--- src/verilog/card_irq_pkg.sv ---
// package: register map, field positions and reset values of the card event block
package card_irq_pkg;
   localparam int unsigned addr_w = 12;
   localparam logic [addr_w-1:0] event_source_off = 12'h000;
   localparam logic [addr_w-1:0] event_mask_off = 12'h004;
   localparam logic [addr_w-1:0] event_clear_off = 12'h008;
   localparam int unsigned src_w = 20;
   localparam int unsigned bit_line3_level = 19;
   localparam int unsigned bit_card_irq = 18;
   localparam int unsigned bit_data_done = 17;
   localparam int unsigned bit_data_crc = 16;
   localparam int unsigned bit_resp_ready = 15;
   localparam int unsigned bit_resp_crc = 14;
   localparam int unsigned bit_line3_low_flag = 13;
   localparam int unsigned bit_line3_high_flag = 12;
   localparam int unsigned bit_cmd_sent = 11;
   localparam int unsigned bit_busy_end = 10;
   localparam int unsigned lo_bit = 10;
   localparam int unsigned n_latched = 6;
   localparam logic [31:0] event_source_rst = 32'h0000_0000;
   localparam logic [18:0] event_mask_rst = 19'h7_ffff;
   localparam logic [1:0] resp_okay = 2'b00;
   localparam logic [1:0] resp_slverr = 2'b10;
   typedef enum logic [1:0] {wr_idle, wr_resp} wr_state_t;
endpackage : card_irq_pkg

--- src/verilog/pin_sync.sv ---
// module: two flip-flop synchroniser for pin levels
`timescale 1ns/1ps
module pin_sync #(
   parameter int unsigned width = 1
) (
   input wire logic core_clk,
   input wire logic rst_b,
   input wire logic [width-1:0] async_in,
   output logic [width-1:0] sync_out
);
   logic [width-1:0] meta_r;

   // meta_r is read by sync_out only
   always_ff @(posedge core_clk or negedge rst_b) begin
      if (!rst_b) begin
         meta_r <= '0;
         sync_out <= '0;
      end else begin
         meta_r <= async_in;
         sync_out <= meta_r;
      end
   end
endmodule : pin_sync

--- src/verilog/card_host_interrupt_status.sv ---
// module: card host event flags, mask, clear and interrupt pin over AXI4-Lite
//
// How it works
// - source register at 0x00 shows raw unmasked event flags for polling
// - software reads the source register to see why interrupt asserted
// - bit 19 is no event; it shows live data line 3 level
// - bit 18 shows card interrupt; maskable, clear register ignores it
// - bit 17 sets when a card data read or write finishes
// - bit 16 sets when a data transfer crc check fails
// - bit 15 sets when a response is stored and ready to read
// - bit 14 sets when a received response crc check fails
// - bit 13 high while data machine idle and line 3 low
// - bit 12 high while data machine idle and line 3 high
// - bit 11 sets once the command is fully sent to the card
// - bit 10 sets when the card stops signalling busy
// - mask register at 0x04, 1 masks a source, all masked at reset
`timescale 1ns/1ps
module card_host_interrupt_status
   import card_irq_pkg::*;
(
   input wire logic core_clk,
   input wire logic rst_b,
   // axi4-lite slave
   input wire logic [card_irq_pkg::addr_w-1:0] s_axi_awaddr,
   input wire logic s_axi_awvalid,
   output logic s_axi_awready,
   input wire logic [31:0] s_axi_wdata,
   input wire logic [3:0] s_axi_wstrb,
   input wire logic s_axi_wvalid,
   output logic s_axi_wready,
   output logic [1:0] s_axi_bresp,
   output logic s_axi_bvalid,
   input wire logic s_axi_bready,
   input wire logic [card_irq_pkg::addr_w-1:0] s_axi_araddr,
   input wire logic s_axi_arvalid,
   output logic s_axi_arready,
   output logic [31:0] s_axi_rdata,
   output logic [1:0] s_axi_rresp,
   output logic s_axi_rvalid,
   input wire logic s_axi_rready,
   // one-cycle event pulses and the data machine idle level from the card engine (same clock)
   input wire logic data_done_pulse,
   input wire logic data_crc_fail_pulse,
   input wire logic resp_ready_pulse,
   input wire logic resp_crc_fail_pulse,
   input wire logic cmd_sent_pulse,
   input wire logic busy_end_pulse,
   input wire logic data_fsm_idle,
   // card pins (asynchronous) and the registered interrupt pin
   input wire logic card_data_line_three,
   input wire logic card_irq_level,
   output logic irq
);
   import card_irq_pkg::*;

   // ----------------------------------------------------------------
   // reset release and pin synchronisers
   // ----------------------------------------------------------------
   logic rst_meta_r;
   logic rst_sync_b;
   always_ff @(posedge core_clk or negedge rst_b) begin
      if (!rst_b) begin
         rst_meta_r <= 1'b0;
         rst_sync_b <= 1'b0;
      end else begin
         rst_meta_r <= 1'b1;
         rst_sync_b <= rst_meta_r;
      end
   end

   logic [1:0] pins_s;
   logic line3_level;
   logic card_irq_s;
   pin_sync #(.width(2)) u_pin_sync (
      .core_clk(core_clk),
      .rst_b(rst_sync_b),
      .async_in({card_irq_level, card_data_line_three}),
      .sync_out(pins_s)
   );
   assign line3_level = pins_s[0];
   assign card_irq_s = pins_s[1];

   // ----------------------------------------------------------------
   // axi4-lite write path
   // ----------------------------------------------------------------
   logic aw_held_r;
   logic w_held_r;
   logic [addr_w-1:0] awaddr_r;
   logic [31:0] wdata_r;
   logic [3:0] wstrb_r;
   logic wr_fire;
   logic [1:0] bresp_r;
   logic bvalid_r;

   assign s_axi_awready = !aw_held_r && !bvalid_r;
   assign s_axi_wready = !w_held_r && !bvalid_r;
   assign wr_fire = aw_held_r && w_held_r && !bvalid_r;
   assign s_axi_bvalid = bvalid_r;
   assign s_axi_bresp = bresp_r;

   always_ff @(posedge core_clk or negedge rst_sync_b) begin
      if (!rst_sync_b) begin
         aw_held_r <= 1'b0;
         awaddr_r <= '0;
      end else if (s_axi_awvalid && s_axi_awready) begin
         aw_held_r <= 1'b1;
         awaddr_r <= s_axi_awaddr;
      end else if (wr_fire) begin
         aw_held_r <= 1'b0;
      end
   end

   always_ff @(posedge core_clk or negedge rst_sync_b) begin
      if (!rst_sync_b) begin
         w_held_r <= 1'b0;
         wdata_r <= '0;
         wstrb_r <= '0;
      end else if (s_axi_wvalid && s_axi_wready) begin
         w_held_r <= 1'b1;
         wdata_r <= s_axi_wdata;
         wstrb_r <= s_axi_wstrb;
      end else if (wr_fire) begin
         w_held_r <= 1'b0;
      end
   end

   logic wr_map_hit;
   assign wr_map_hit = awaddr_r[addr_w-1:2] == event_source_off[addr_w-1:2]
      || awaddr_r[addr_w-1:2] == event_mask_off[addr_w-1:2]
      || awaddr_r[addr_w-1:2] == event_clear_off[addr_w-1:2];

   always_ff @(posedge core_clk or negedge rst_sync_b) begin
      if (!rst_sync_b) begin
         bvalid_r <= 1'b0;
         bresp_r <= resp_okay;
      end else if (wr_fire) begin
         bvalid_r <= 1'b1;
         bresp_r <= wr_map_hit ? resp_okay : resp_slverr;
      end else if (s_axi_bready) begin
         bvalid_r <= 1'b0;
      end
   end

   // byte-lane expanded write data
   logic [31:0] wmask;
   always_comb begin
      for (int i = 0; i < 4; i++) begin
         wmask[i*8 +: 8] = wstrb_r[i] ? wdata_r[i*8 +: 8] : 8'h00;
      end
   end

   logic mask_we;
   logic clear_we;
   assign mask_we = wr_fire
      && awaddr_r[addr_w-1:2] == event_mask_off[addr_w-1:2];
   assign clear_we = wr_fire
      && awaddr_r[addr_w-1:2] == event_clear_off[addr_w-1:2];

   // ----------------------------------------------------------------
   // mask register
   // ----------------------------------------------------------------
   logic [18:0] event_mask_r;
   always_ff @(posedge core_clk or negedge rst_sync_b) begin
      if (!rst_sync_b) begin
         event_mask_r <= event_mask_rst;
      end else if (mask_we) begin
         // lane 2 holds only bits 18..16; its upper bits have no storage
         if (wstrb_r[0]) begin
            event_mask_r[7:0] <= wdata_r[7:0];
         end
         if (wstrb_r[1]) begin
            event_mask_r[15:8] <= wdata_r[15:8];
         end
         if (wstrb_r[2]) begin
            event_mask_r[18:16] <= wdata_r[18:16];
         end
      end
   end

   // ----------------------------------------------------------------
   // latched event flags, bits 17..14, 11, 10
   // ----------------------------------------------------------------
   // index order: busy_end, cmd_sent, resp_crc, resp_ready, data_crc,
   // data_done; positions are lo_bit plus a gap for bits 12 and 13
   logic [n_latched-1:0] ev_pulse;
   logic [n_latched-1:0] ev_clr;
   logic [n_latched-1:0] ev_flag_r;
   assign ev_pulse = {data_done_pulse, data_crc_fail_pulse,
      resp_ready_pulse, resp_crc_fail_pulse, cmd_sent_pulse,
      busy_end_pulse};
   assign ev_clr = clear_we ? {wmask[bit_data_done:bit_resp_crc],
      wmask[bit_cmd_sent:bit_busy_end]} : '0;

   genvar g;
   generate
      for (g = 0; g < n_latched; g++) begin : g_flag
         // a new event wins over a clear in the same cycle
         always_ff @(posedge core_clk or negedge rst_sync_b) begin
            if (!rst_sync_b) begin
               ev_flag_r[g] <= 1'b0;
            end else if (ev_pulse[g]) begin
               ev_flag_r[g] <= 1'b1;
            end else if (ev_clr[g]) begin
               ev_flag_r[g] <= 1'b0;
            end
         end
      end
   endgenerate

   // ----------------------------------------------------------------
   // source word and interrupt
   // ----------------------------------------------------------------
   logic [src_w-1:0] source;
   always_comb begin
      source = '0;
      source[bit_line3_level] = line3_level;
      source[bit_card_irq] = card_irq_s;
      source[bit_data_done:bit_resp_crc] = ev_flag_r[5:2];
      source[bit_line3_low_flag] = data_fsm_idle && !line3_level;
      source[bit_line3_high_flag] = data_fsm_idle && line3_level;
      source[bit_cmd_sent] = ev_flag_r[1];
      source[bit_busy_end] = ev_flag_r[0];
   end

   logic irq_r;
   always_ff @(posedge core_clk or negedge rst_sync_b) begin
      if (!rst_sync_b) begin
         irq_r <= 1'b0;
      end else begin
         irq_r <= |(source[18:0] & ~event_mask_r);
      end
   end
   assign irq = irq_r;

   // ----------------------------------------------------------------
   // axi4-lite read path
   // ----------------------------------------------------------------
   logic rvalid_r;
   logic [31:0] rdata_r;
   logic [1:0] rresp_r;
   assign s_axi_arready = !rvalid_r;
   assign s_axi_rvalid = rvalid_r;
   assign s_axi_rdata = rdata_r;
   assign s_axi_rresp = rresp_r;

   always_ff @(posedge core_clk or negedge rst_sync_b) begin
      if (!rst_sync_b) begin
         rvalid_r <= 1'b0;
         rdata_r <= event_source_rst;
         rresp_r <= resp_okay;
      end else if (s_axi_arvalid && !rvalid_r) begin
         rvalid_r <= 1'b1;
         rresp_r <= resp_okay;
         if (s_axi_araddr[addr_w-1:2] == event_source_off[addr_w-1:2]) begin
            rdata_r <= {12'h000, source};
         end else if (s_axi_araddr[addr_w-1:2]
                      == event_mask_off[addr_w-1:2]) begin
            rdata_r <= {13'h0000, event_mask_r};
         end else if (s_axi_araddr[addr_w-1:2]
                      == event_clear_off[addr_w-1:2]) begin
            rdata_r <= 32'h0000_0000;
         end else begin
            rdata_r <= 32'h0000_0000;
            rresp_r <= resp_slverr;
         end
      end else if (s_axi_rready) begin
         rvalid_r <= 1'b0;
      end
   end
endmodule : card_host_interrupt_status

--- config.mk ---
export PLATFORM = sky130hd
export DESIGN_NAME = card_host_interrupt_status
export DESIGN_NICKNAME = d
export VERILOG_FILES = /design/src/verilog/card_irq_pkg.sv /design/src/verilog/pin_sync.sv /design/src/verilog/card_host_interrupt_status.sv
export SDC_FILE = /design/constraint.sdc
export NUM_CORES = 1
export LEC_CHECK = 0
export ABC_AREA = 1
export CAP_MARGIN = 20
export CORE_ASPECT_RATIO = 0.75
export CORE_MARGIN = 2
export CORE_UTILIZATION = 49
export CTS_CLUSTER_DIAMETER = 40
export DETAILED_ROUTE_END_ITERATION = 8
export DONT_BUFFER_PORTS = 1
export SLEW_MARGIN = 25
export SYNTH_ARGS = -nofsm -noshare
export SYNTH_HDL_FRONTEND = slang
export SYNTH_SLANG_ARGS = --single-unit
--- constraint.sdc ---
create_clock -name core_clk -period 4.01 [get_ports core_clk]
set_clock_uncertainty 0.15 [all_clocks]
set_input_delay 0.2005 -clock core_clk [delete_from_list [all_inputs] [get_ports core_clk]]
set_output_delay 0.2005 -clock core_clk [all_outputs]
set_load 0.05 [all_outputs]
==> results by group <==
Clock tree
  – Setup bufs post-CTS: 0
  – CTS resizes: 0
  – CTS sink cnt: 90
  – Bufs on Longest Clock Path: 2
  – Root buffer cell: clkbuf_8
  – Total CTS buffers: 9
  – Clock Pin Slew Worst Setup and Hold Paths: 0.09 ns
  – TritonCTS clock tree: yes
  – Worst-Skew Late Latency: 0.35 ns
  – H-tree lvl count: 3

Timing
  – Final Setup Violations: 0
  – Worst Max-Slew Pin Slew: 0.846 ns
  – Post-route setup TNS: 0 ns
  – RSZ-0062 raised after global routing: false
  – Hold Vio Cnt, Final: 0
  – Fin crit share: 64.0%
  – Fin. max-slew vios: 0
  – Final worst path period need: 2.57 ns
  – Fmax: 389 MHz
  – Final WS setup: 1.44 ns
  – Relative slew slack: 43.6%

Logic synthesis
  – Post-Synth XOR/XNOR Area: 0%
  – Post-Syn Instances: 401
  – Synth Area in Simple Gates: 23.2%
  – Post-Syn Area: 4070 um2
  – Area share of the leading cell type in the synthesized netlist: 43.6%
  – Complex-gate fraction of the synthesized area: 2.92%
  – Multiplexer share of the synthesized area: 10.0%
  – Dominant cell type by area after synthesis: dfrtp_1
  – Largest cells by area after synthesis: dfrtp_1 44%, dfstp_2 12%, nand2_1 12%, mux2_4 7.0%, mux2_2 3.0%
  – Synth Area in Adders: 0%
  – Register area share after synthesis: 55.9%
  – Unique masters post-synth: 29
  – Syn Area/Cell: 10.2 um2
  – Largest family of logic cells by synthesized area: simple AND/OR/NAND/NOR gates
  – #FFs+latches synth: 90
  – Synth warn: 0

Final layout
  – Layout cell share with drive strength beyond 1: 18.2%
  – # diodes: 0
  – Nets: 526
  – Layout area overhead: 18.1%
  – Final core occ: 60.2%

GRT
  – Most crowded layer after global routing: met2
  – Global routing usage on met2: 30.1%
  – Antenna violations before repair: 0
  – Vias in the first global route: 2977
  – First-pass GRT wire length: 14.0 mm
  – Met3 usage: 5.42%
  – Largest net degree at the start of global routing: 49
  – Total GRT Usage: 19.7%
  – GR met1 Demand/Resource: 28.0%
  – Congestion Overflow GR: 0

Route
  – DRT iter0 DRCs: 176
  – WL per Instance: 14.7 um
  – Remaining routing DRC violations: 0
  – DR pass1 iterations: 4
  – Vias: 2848
  – Vias per cell: 5.09
  – Post-DRT Antenna Nets: 0
  – Routed wire length: 8.23 mm

Flow run
  – Maxcap violations: 0

Floorplan
  – Die width: 109 um
  – Core area: 7990 um2
  – IO Count: 118
  – Die Y: 83.0 um
  – Die ar.: 9070 um2
  – # rows: 28
  – Initial Util: 51.0%

Placement
  – IO Port Bufs: 0
  – GP Congestion: 0.817
  – Final HPWL DP: 5.47 mm
  – Pre-CTS setup slack: 1.45 ns

Setup path
  – Max FO, Critical Path: 23
  – CP endpoint kind: register
  – Reg-to-Reg End: wdata_r[6]
  – Critical path class: reg2reg
  – Flop2flop setup slack: 1.44 ns
  – Crit path arrival time: 2.66 ns
  – Critical Path Start: s_axi_bvalid
  – Worst Setup Start Kind: register
  – Worst r2r src: s_axi_bvalid
  – Worst endpoint required time: 4.10 ns
  – R2R depth: 3

Power
  – Power density over cell area: 547 nW/um2
  – Max rail drop VDD: 0.476 mV
  – Power, Total: 2.63 mW
  – LEAKAGE: 2.30 nW

Outcome
  – Outcome: completed

Min path
  – HP Start: data_fsm_idle
  – Hold EP: s_axi_rdata[12]
  – Hold Path Stages: 6
  – Hold WC Path Type: in2reg
[worst max path at each step]
stage | to | cells past startpoint
5_1_grt | s_axi_rdata[0] | 6
3_5_place_dp | wdata_r[5] | 3
2_1_floorplan | aw_held_r | 0
4_1_cts | wdata_r[2] | 3
3_3_place_gp | wdata_r[8] | 3
6_report | wdata_r[6] | 3
[layout make-up]
type	count	area, um2
clock buffer	11	151
clock inverter	5	85.1
fill	719	3180
inverter	23	86.3
multi-input combinational	272	1530
sequential	90	2280
tap	105	131
timing repair buffer	54	548
[stage by stage]
step	cell area, um2	hold WS [ns]	cells
6_report	4810	0.0504	560
2_1_floorplan	4120	-0.245	414
3_3_place_gp	4040	-0.245	491
4_1_cts	4810	0.0303	560
3_5_place_dp	4060	-0.245	492
5_1_grt	4810	0.0877	560
[worst max-delay path: stages (launching register included)]
cell and delay, ns:
dfrtp_1 0.62, nor2_2 0.59, nand2_2 0.60, mux2_4 0.47
[synthesized netlist by cell type, drive strengths merged]
cell / instances
and3: 1
nor2: 23
dfrtp: 71
o22ai: 3
nor3: 2
nand3b: 6
nand2: 129
a21oi: 5
nand4: 19
o21ai: 15
nand3: 24
inv: 23
clkbuf: 5
mux2: 30
conb: 2
dfstp: 19
buf: 24
[per-layer routing]
metal	routed length, um	up-vias	part of all wire [%]
met5	0	-	0
met3	554	11	6.7
met4	89	0	1.1
met1	3960	1362	48
li1	-	1376	-
met2	3630	99	44
[flip-flops by register name, summed over array words and instances (netlist names)]
| register | cells |
|---|---|
| aw_held_r | 1 |
| awaddr_r | 10 |
| ev_flag_r | 6 |
| event_mask_r | 19 |
| irq | 1 |
| rst_meta_r | 1 |
| rst_sync_b | 1 |
| s_axi_bresp | 1 |
| s_axi_bvalid | 1 |
| s_axi_rdata | 20 |
| s_axi_rresp | 1 |
| s_axi_rvalid | 1 |
| u_pin_sync.meta_r | 2 |
| u_pin_sync.sync_out | 2 |
| w_held_r | 1 |
| wdata_r | 19 |
| wstrb_r | 3 |
[cells by family (layout without fill, tap and decap cells)]
family	after synthesis	in the layout
other	2	15
AOI/OAI and AO/OA	23	23
and+or+nand+nor	204	204
DFF	90	90
buffers and inverters	52	93
muxes	30	30
[power by group]
group / switching [mW] / leakage [nW] / internal, mW
clock network: 0.323 / 0.116 / 0.389
registers: 0.207 / 1.05 / 1.11
logic: 0.293 / 1.14 / 0.314
[cell usage in the layout (no fill, tap or decap), drive strengths merged]
| cell | n |
|---|---|
| a21oi | 5 |
| and3 | 1 |
| buf | 2 |
| bufinv | 2 |
| clkbuf | 11 |
| clkinv | 1 |
| clkinvlp | 1 |
| conb | 15 |
| dfrtp | 71 |
| dfstp | 19 |
| dlygate4sd3 | 52 |
| inv | 24 |
| mux2 | 30 |
| nand2 | 129 |
| nand3 | 24 |
| nand3b | 6 |
| nand4 | 19 |
| nor2 | 23 |
| nor3 | 2 |
| o21ai | 15 |
| o22ai | 3 |
[timing repair]
action | 4_1_cts | 5_1_grt
endpoints found under the setup margin | 0 | 0
hold buffers | 52 | 0
hold endpoints to repair | 56 | 0
Note: power is estimated with default switching activity, not from simulation.
